==> src/rtl/iev_pkg.sv <==
// interrupt enable and vectoring: shared constants
// assumes one system clock and an 8-bit special-function register bus on the core side
package iev_pkg;

    // ==========================================================
    // register map
    localparam logic [7:0]  IEV_ENABLE_ADDR   = 8'ha8;
    localparam logic [7:0]  IEV_ENABLE_RESET  = 8'h00;
    localparam logic [4:0]  IEV_ENABLE_BITROW = 5'h15;   // bit addresses 0xa8..0xaf

    // ==========================================================
    // enable register fields
    localparam int IEV_BIT_GLOBAL   = 7;
    localparam int IEV_BIT_SPI      = 6;
    localparam int IEV_BIT_TIMER2   = 5;
    localparam int IEV_BIT_UART     = 4;
    localparam int IEV_BIT_TIMER1   = 3;
    localparam int IEV_BIT_EXT1     = 2;
    localparam int IEV_BIT_TIMER0   = 1;
    localparam int IEV_BIT_EXT0     = 0;

    // ==========================================================
    // sources and vectors
    localparam int           IEV_NUM_SRC      = 18;
    localparam int           IEV_NUM_OTHER    = 11;   // sources 7..17, enabled outside this block
    localparam int           IEV_IDX_W        = 5;
    localparam logic [15:0]  IEV_RESET_VECTOR = 16'h0000;
    localparam logic [15:0]  IEV_VECTOR_BASE  = 16'h0003;
    localparam int           IEV_VECTOR_SHIFT = 3;    // eight bytes per vector
    localparam logic [17:0]  IEV_HW_CLEAR     = 18'h1_000f;   // sources 0..3 and 16

    // ==========================================================
    // timing
    localparam logic [2:0]   IEV_CALL_CYCLES  = 3'h4;

    typedef enum logic {IEV_ST_RUN, IEV_ST_CALL} iev_state_t;

endpackage : iev_pkg

==> src/rtl/iev_src_gate.sv <==
// one source's request: any pending flag, gated by its own and the global enable
// assumes flags come from logic on the system clock
module iev_src_gate #(
    parameter int NUM_FLAGS = 1
) (
    input  wire logic [NUM_FLAGS-1:0] i_flags,
    input  wire logic                 i_src_enable,
    input  wire logic                 i_global_enable,
    output logic                      o_req
);
    assign o_req = (|i_flags) & i_src_enable & i_global_enable;
endmodule : iev_src_gate

==> src/rtl/iev_prio_pick.sv <==
// fixed-order pick: the lowest index among active requests wins
// assumes a combinational path is acceptable in the caller
module iev_prio_pick import iev_pkg::*; #(
    parameter int N = IEV_NUM_SRC
) (
    input  wire logic [N-1:0]         i_req,
    output logic                      o_any,
    output logic [IEV_IDX_W-1:0]      o_index
);
    always_comb begin
        o_any   = 1'b0;
        o_index = '0;
        for (int k = N - 1; k >= 0; k--) begin
            if (i_req[k]) begin
                o_any   = 1'b1;
                o_index = IEV_IDX_W'(k);
            end
        end
    end
endmodule : iev_prio_pick

==> src/rtl/iev_ctrl.sv <==
// interrupt enable, arbitration and vectoring for the processor core
// assumes pending flags and core strobes are synchronous to i_clk_sys
module iev_ctrl import iev_pkg::*; (
    input  wire logic                     i_clk_sys,
    input  wire logic                     i_sys_rst,
    input  wire logic                     i_clk_en,
    input  wire logic [7:0]               i_sfr_addr,
    input  wire logic                     i_sfr_wr,
    input  wire logic [7:0]               i_sfr_wdata,
    input  wire logic                     i_sfr_rd,
    input  wire logic                     i_sfr_bit_wr,
    input  wire logic [7:0]               i_sfr_bit_addr,
    input  wire logic                     i_sfr_bit_wdata,
    input  wire logic                     i_ext_pin_zero_flag,
    input  wire logic                     i_timer_zero_overflow_flag,
    input  wire logic                     i_ext_pin_one_flag,
    input  wire logic                     i_timer_one_overflow_flag,
    input  wire logic                     i_uart_rx_flag,
    input  wire logic                     i_uart_tx_flag,
    input  wire logic                     i_timer_two_low_overflow_flag,
    input  wire logic                     i_timer_two_high_overflow_flag,
    input  wire logic [3:0]               i_serial_periph_flags,
    input  wire logic [IEV_NUM_OTHER-1:0] i_other_src_flags,
    input  wire logic [IEV_NUM_OTHER-1:0] i_other_src_enable,
    input  wire logic [IEV_NUM_SRC-1:0]   i_src_high_prio,
    input  wire logic                     i_insn_done,
    input  wire logic                     i_insn_is_return_from_interrupt,
    output logic [7:0]                    o_sfr_rdata,
    output logic [7:0]                    o_enable_mask,
    output logic                          o_long_call,
    output logic                          o_vector_valid,
    output logic [15:0]                   o_vector_addr,
    output logic [IEV_NUM_SRC-1:0]        o_flag_clear,
    output logic                          o_in_service_high,
    output logic                          o_in_service_low
);

    // ==========================================================
    // enable register
    logic [7:0] interrupt_enable_mask_reg, interrupt_enable_mask_next;
    logic [7:0] rdata_reg, rdata_next;
    logic       global_irq_gate;

    always_comb begin
        interrupt_enable_mask_next = interrupt_enable_mask_reg;
        rdata_next                 = rdata_reg;
        if (i_sfr_wr && i_sfr_addr == IEV_ENABLE_ADDR) begin
            interrupt_enable_mask_next = i_sfr_wdata;
        end
        if (i_sfr_bit_wr && i_sfr_bit_addr[7:3] == IEV_ENABLE_BITROW) begin
            interrupt_enable_mask_next[i_sfr_bit_addr[2:0]] = i_sfr_bit_wdata;
        end
        if (i_sfr_rd) begin
            rdata_next = (i_sfr_addr == IEV_ENABLE_ADDR) ? interrupt_enable_mask_reg : 8'h00;
        end
    end

    always_ff @(posedge i_clk_sys) begin
        if (i_sys_rst) begin
            interrupt_enable_mask_reg <= IEV_ENABLE_RESET;
            rdata_reg                 <= 8'h00;
        end else if (i_clk_en) begin
            interrupt_enable_mask_reg <= interrupt_enable_mask_next;
            rdata_reg                 <= rdata_next;
        end
    end

    assign global_irq_gate = interrupt_enable_mask_reg[IEV_BIT_GLOBAL];
    assign o_sfr_rdata     = rdata_reg;
    assign o_enable_mask   = interrupt_enable_mask_reg;

    // ==========================================================
    // per-source gating
    logic [IEV_NUM_SRC-1:0] req_raw;

    iev_src_gate #(.NUM_FLAGS(1)) u_ext0 (
        .i_flags         (i_ext_pin_zero_flag),
        .i_src_enable    (interrupt_enable_mask_reg[IEV_BIT_EXT0]),
        .i_global_enable (global_irq_gate),
        .o_req           (req_raw[0])
    );
    iev_src_gate #(.NUM_FLAGS(1)) u_tmr0 (
        .i_flags         (i_timer_zero_overflow_flag),
        .i_src_enable    (interrupt_enable_mask_reg[IEV_BIT_TIMER0]),
        .i_global_enable (global_irq_gate),
        .o_req           (req_raw[1])
    );
    iev_src_gate #(.NUM_FLAGS(1)) u_ext1 (
        .i_flags         (i_ext_pin_one_flag),
        .i_src_enable    (interrupt_enable_mask_reg[IEV_BIT_EXT1]),
        .i_global_enable (global_irq_gate),
        .o_req           (req_raw[2])
    );
    iev_src_gate #(.NUM_FLAGS(1)) u_tmr1 (
        .i_flags         (i_timer_one_overflow_flag),
        .i_src_enable    (interrupt_enable_mask_reg[IEV_BIT_TIMER1]),
        .i_global_enable (global_irq_gate),
        .o_req           (req_raw[3])
    );
    iev_src_gate #(.NUM_FLAGS(2)) u_uart (
        .i_flags         ({i_uart_tx_flag, i_uart_rx_flag}),
        .i_src_enable    (interrupt_enable_mask_reg[IEV_BIT_UART]),
        .i_global_enable (global_irq_gate),
        .o_req           (req_raw[4])
    );
    iev_src_gate #(.NUM_FLAGS(2)) u_tmr2 (
        .i_flags         ({i_timer_two_high_overflow_flag, i_timer_two_low_overflow_flag}),
        .i_src_enable    (interrupt_enable_mask_reg[IEV_BIT_TIMER2]),
        .i_global_enable (global_irq_gate),
        .o_req           (req_raw[5])
    );
    iev_src_gate #(.NUM_FLAGS(4)) u_spi (
        .i_flags         (i_serial_periph_flags),
        .i_src_enable    (interrupt_enable_mask_reg[IEV_BIT_SPI]),
        .i_global_enable (global_irq_gate),
        .o_req           (req_raw[6])
    );

    // extended sources: enables live in registers outside this block
    for (genvar g = 0; g < IEV_NUM_OTHER; g++) begin : g_other
        iev_src_gate #(.NUM_FLAGS(1)) u_gate (
            .i_flags         (i_other_src_flags[g]),
            .i_src_enable    (i_other_src_enable[g]),
            .i_global_enable (global_irq_gate),
            .o_req           (req_raw[g + 7])
        );
    end

    // ==========================================================
    // sampling and arbitration
    logic [IEV_NUM_SRC-1:0] req_reg, req_next;
    logic [IEV_NUM_SRC-1:0] hi_req, lo_req;
    logic                   hi_any, lo_any, take_hi, take_lo, start_call, boundary;
    logic [IEV_IDX_W-1:0]   hi_idx, lo_idx, sel_idx;

    assign req_next = req_raw;
    assign hi_req   = req_reg & i_src_high_prio;
    assign lo_req   = req_reg & ~i_src_high_prio;

    iev_prio_pick #(.N(IEV_NUM_SRC)) u_pick_hi (
        .i_req   (hi_req),
        .o_any   (hi_any),
        .o_index (hi_idx)
    );
    iev_prio_pick #(.N(IEV_NUM_SRC)) u_pick_lo (
        .i_req   (lo_req),
        .o_any   (lo_any),
        .o_index (lo_idx)
    );

    // ==========================================================
    // vectoring sequence
    iev_state_t             state_reg, state_next;
    logic [2:0]             cnt_reg, cnt_next;
    logic [IEV_IDX_W-1:0]   src_reg, src_next;
    logic                   svc_high_reg, svc_high_next, svc_low_reg, svc_low_next;
    logic                   vvalid_reg, vvalid_next;
    logic [15:0]            vaddr_reg, vaddr_next;
    logic [IEV_NUM_SRC-1:0] clear_reg, clear_next;

    // a completing return is never a boundary, so one more instruction runs first
    assign boundary   = i_insn_done & ~i_insn_is_return_from_interrupt;
    assign take_hi    = hi_any & ~svc_high_reg;
    assign take_lo    = lo_any & ~svc_high_reg & ~svc_low_reg;
    assign start_call = (state_reg == IEV_ST_RUN) & boundary & (take_hi | take_lo);
    assign sel_idx    = take_hi ? hi_idx : lo_idx;

    always_comb begin
        state_next    = state_reg;
        cnt_next      = cnt_reg;
        src_next      = src_reg;
        svc_high_next = svc_high_reg;
        svc_low_next  = svc_low_reg;
        vvalid_next   = 1'b0;
        vaddr_next    = vaddr_reg;
        clear_next    = '0;
        unique case (state_reg)
            IEV_ST_RUN: begin
                if (i_insn_done && i_insn_is_return_from_interrupt) begin
                    if (svc_high_reg) begin
                        svc_high_next = 1'b0;
                    end else begin
                        svc_low_next = 1'b0;
                    end
                end
                if (start_call) begin
                    state_next = IEV_ST_CALL;
                    cnt_next   = 3'h0;
                    src_next   = sel_idx;
                    if (take_hi) begin
                        svc_high_next = 1'b1;
                    end else begin
                        svc_low_next = 1'b1;
                    end
                end
            end
            IEV_ST_CALL: begin
                cnt_next = cnt_reg + 3'h1;
                if (cnt_reg == IEV_CALL_CYCLES - 3'h1) begin
                    state_next  = IEV_ST_RUN;
                    vvalid_next = 1'b1;
                    vaddr_next  = IEV_VECTOR_BASE + (16'(src_reg) << IEV_VECTOR_SHIFT);
                    clear_next  = IEV_HW_CLEAR & (IEV_NUM_SRC'(1) << src_reg);
                end
            end
        endcase
    end

    always_ff @(posedge i_clk_sys) begin
        if (i_sys_rst) begin
            state_reg    <= IEV_ST_RUN;
            cnt_reg      <= 3'h0;
            src_reg      <= '0;
            svc_high_reg <= 1'b0;
            svc_low_reg  <= 1'b0;
            vvalid_reg   <= 1'b0;
            vaddr_reg    <= IEV_RESET_VECTOR;
            clear_reg    <= '0;
            req_reg      <= '0;
        end else if (i_clk_en) begin
            state_reg    <= state_next;
            cnt_reg      <= cnt_next;
            src_reg      <= src_next;
            svc_high_reg <= svc_high_next;
            svc_low_reg  <= svc_low_next;
            vvalid_reg   <= vvalid_next;
            vaddr_reg    <= vaddr_next;
            clear_reg    <= clear_next;
            req_reg      <= req_next;
        end
    end

    assign o_long_call       = (state_reg == IEV_ST_CALL);
    assign o_vector_valid    = vvalid_reg;
    assign o_vector_addr     = vaddr_reg;
    assign o_flag_clear      = clear_reg;
    assign o_in_service_high = svc_high_reg;
    assign o_in_service_low  = svc_low_reg;
endmodule : iev_ctrl

==> config.mk <==
export PLATFORM = sky130hd
export DESIGN_NAME = iev_ctrl
export DESIGN_NICKNAME = d
export VERILOG_FILES = /design/src/rtl/iev_pkg.sv /design/src/rtl/iev_src_gate.sv /design/src/rtl/iev_prio_pick.sv /design/src/rtl/iev_ctrl.sv
export SDC_FILE = /design/constraint.sdc
export NUM_CORES = 1
export LEC_CHECK = 0
export BUFFER_PORTS_ARGS = -buffer_cell sky130_fd_sc_hd__buf_2
export CAP_MARGIN = 20
export CORE_UTILIZATION = 50
export CTS_CLUSTER_SIZE = 40
export DETAILED_ROUTE_END_ITERATION = 10
export PLACE_DENSITY = 0.83
export SYNTH_ARGS = -nofsm -noshare
export SYNTH_HDL_FRONTEND = slang
export SYNTH_SLANG_ARGS = --single-unit
==> constraint.sdc <==
create_clock -name i_clk_sys -period 4.34 [get_ports i_clk_sys]
set_input_delay 0.434 -clock i_clk_sys [delete_from_list [all_inputs] [get_ports i_clk_sys]]
set_output_delay 0.434 -clock i_clk_sys [all_outputs]
set_load 0.02 [all_outputs]
==> metrics.md <==
| Metric | Value |
|---|---|
| CP Capture Point | `src_reg[2]` |
| Comb pwr share | `8.4%` |
| Grt ovf | `0` |
| Post-synthesis sequential area ratio | `34.3%` |
| Commonest non-fill, non-tap cells in the layout | `116 x buf_2, 69 x nand2_1, 57 x dfxtp_1` |
| Most common cell after layout, fill and taps aside | `buf_2` |
| WL final | `8.68 mm` |
| Crit path from | `req_reg[1]` |
| Max Cap Viol | `0` |
| YS warnings | `0` |
| Antenna-violating nets left | `0` |
| Clock buffer depth | `2` |
| Layout cell share with drive strength beyond 1 | `27.3%` |
| Yosys reg bits | `57` |
| WL/cell | `14.2 um` |
| Largest net degree at the start of global routing | `62` |
| Cell area after layout | `3960 um2` |
| Netlist Area Pre-Place | `3320 um2` |
| Clock skew | `0.00482 ns` |
| Area growth, synth to finish | `19.0%` |
| Starting Density | `52.1%` |
| Reg2reg setup slack | `2.30 ns` |
| Number of flip-flops in the largest register | `18` |
| Power Dens Cells | `274 nW/um2` |
| Hold Crit Class | `in -> reg` |
| R2R cell count | `7` |
| # rows | `29` |
| Mapped Cells | `433` |
| Metal-1 WL | `3.66 mm` |
| Port Buffers | `116` |
| Max-slew violations | `0` |
| Switch share | `24.8%` |
| Crit path launch type | `flip-flop` |
| GP Congestion | `0.883` |
| Reg-to-reg critical path endpoint | `src_reg[2]` |
| Die X | `83.5 um` |
| Final setup viols | `0` |
| Met2 WL | `4.28 mm` |
| Worst path arrival time | `2.23 ns` |
| Measured slew at the worst slew-check pin | `1.05 ns` |
| Total negative slack | `0 ns` |
| Critical path class | `reg -> reg` |
| Postcts setup bufs | `0` |
| Die area | `6980 um2` |
| DR vias | `3452` |
| Max Used Layer | `met4` |
| Detailed Routing Iterations Pass 1 | `5` |
| Vias in the first global route | `3259` |
| WP data required | `4.53 ns` |
| Initial antenna violation count | `0` |
| Io pins | `139` |
| Post-cts gate resize count | `0` |
| Placeable Area | `6390 um2` |
| CP Capture Type | `flip-flop` |
| Pint | `815 uW` |
| Syn_area_per_cell | `7.68 um2` |
| EDFF count, synth | `0` |
| Ys flop type | `dfxtp_1` |
| Max frequency | `0.489 GHz` |
| Root Driver | `clkbuf_8` |
| Setup ws final | `2.30 ns` |
| Distinct cells, synth | `59` |
| Clock latency on the worst-skew pair | `0.34 ns` |
| RSZ-0062 raised after global routing | `no` |
| LEAKAGE | `0.00179 uW` |
| Critical path fanouts, max | `7` |
| Met3 routed WL | `523 um` |
| Yosys top cell area share | `34.3%` |
| Initial drt markers | `239` |
| Run status | `complete, no violations` |
| Min Clock Period, post-route | `2.04 ns` |
| Reg power frac | `48.3%` |
| Slew HR | `30.0%` |
| Final worst path period share | `47.1%` |
| Global-route wire length before repair | `14.4 mm` |
| Ant. Diodes | `0` |
| RR Startpoint | `req_reg[1]` |
| Net switching power figure | `269 uW` |
| Die Y | `83.5 um` |
| Clk slew on worst S/H paths | `0.06 ns` |
| CTS sink count | `57` |
| CTS tree | `done` |
| Synth top area cells | `dfxtp_1 34%, nand2_1 7.8%, buf_4 7.0%` |
| # H-tree levels | `3` |
| Post-CTS Hold Buffers | `0` |
| Remaining DRCs | `0` |
| Post-place instance area | `3770 um2` |
| Clock Power Share | `43.3%` |
| Leading area contributor after synthesis | `dfxtp_1` |
| Dpl ws | `2.13 ns` |
| Total track usage | `25.3%` |
| Final Hold Viols | `0` |
| Design Power | `1080 uW` |
| VDD IR max | `0.000185 V` |
| Vias/cell | `5.64` |
| Asr flop ratio synth | `0%` |
| Final #Nets | `618` |
| Hpwl dp | `6.31 mm` |
| Num CTS Buffers | `9` |
power by group through the flow:
stage / registers (uW) / clock network (uW) / logic [uW]
2_1_floorplan: 535 / 0 / 57.3
5_1_grt: 523 / 500 / 99.4
3_5_place_dp: 535 / 0 / 89.7
4_1_cts: 524 / 480 / 90.1
3_3_place_gp: 535 / 0 / 88.0
6_report: 524 / 469 / 90.9
cell usage after synthesis (all sizes together), types with 2 or more instances:
cell type / instances
o31ai: 2
nand3: 13
a22oi: 12
nor4: 3
ha: 2
o211ai: 4
a32oi: 14
nor4bb: 2
and3: 4
nor2: 46
a21oi: 42
a211oi: 9
o21a: 2
buf: 37
o21ai: 14
nand3b: 3
inv: 7
mux2i: 5
or2b: 3
nand2: 69
nand2b: 18
a21boi: 2
and2: 2
nand4b: 2
nor3: 6
nand4: 13
clkbuf: 13
or3: 3
a31oi: 4
nor2b: 4
dfxtp: 57
stage by stage:
stage,util (%),instances,hold WS (ns)
3_3_place_gp,59.1,597,0.440
4_1_cts,62.0,612,0.352
6_report,62.0,612,0.360
3_5_place_dp,59.1,597,0.441
5_1_grt,62.0,612,0.368
2_1_floorplan,-,454,0.439
critical path, stage by stage, from the launching register on:
cell      delay (ns)
dfxtp_1         0.33
a22oi_1         0.33
nand4_1         0.25
nor2_2          0.22
nand2_1         0.15
o211ai_4        0.32
mux2i_1         0.24
nor2_1          0.05
routing by layer:
| metal | GRT usage (%) | vias to the layer above |
|---|---|---|
| li1 | - | 1711 |
| met1 | 29.9 | 1562 |
| met2 | 43.4 | 155 |
| met3 | 5.24 | 24 |
| met4 | 12.8 | 0 |
| met5 | 0 | - |
worst min path at each step:
stage	slack, ns	start	cells past startpoint	endpoint
floorplan	0.44	cnt_reg[2]	2	cnt_reg[2]
global placement	0.44	o_sfr_rdata[7]	2	o_sfr_rdata[7]
detailed placement	0.44	o_sfr_rdata[1]	2	o_sfr_rdata[1]
CTS	0.35	i_other_src_enable[3]	3	req_reg[10]
global route	0.37	i_other_src_enable[1]	3	req_reg[8]
finish	0.36	i_other_src_enable[10]	3	req_reg[17]
kinds of logic after synthesis:
group                      synth area share (%)
and+or+nand+nor                            29.5
AOI/OAI and AO/OA                          23.4
buffers and inverters                      10.0
DFF                                        34.3
muxes                                      1.84
adders and majority gates                 0.753
other                                     0.113
layout make-up:
cell class	instances	area, um2
Multi-Input combinational cell	340	1930
Sequential cell	57	1140
Clock buffer	9	124
Fill cell	605	2430
Tap cell	77	96.3
Clock inverter	6	60.1
Inverter	7	26.3
Timing Repair Buffer	116	581
(Power assumes the default switching activity.)
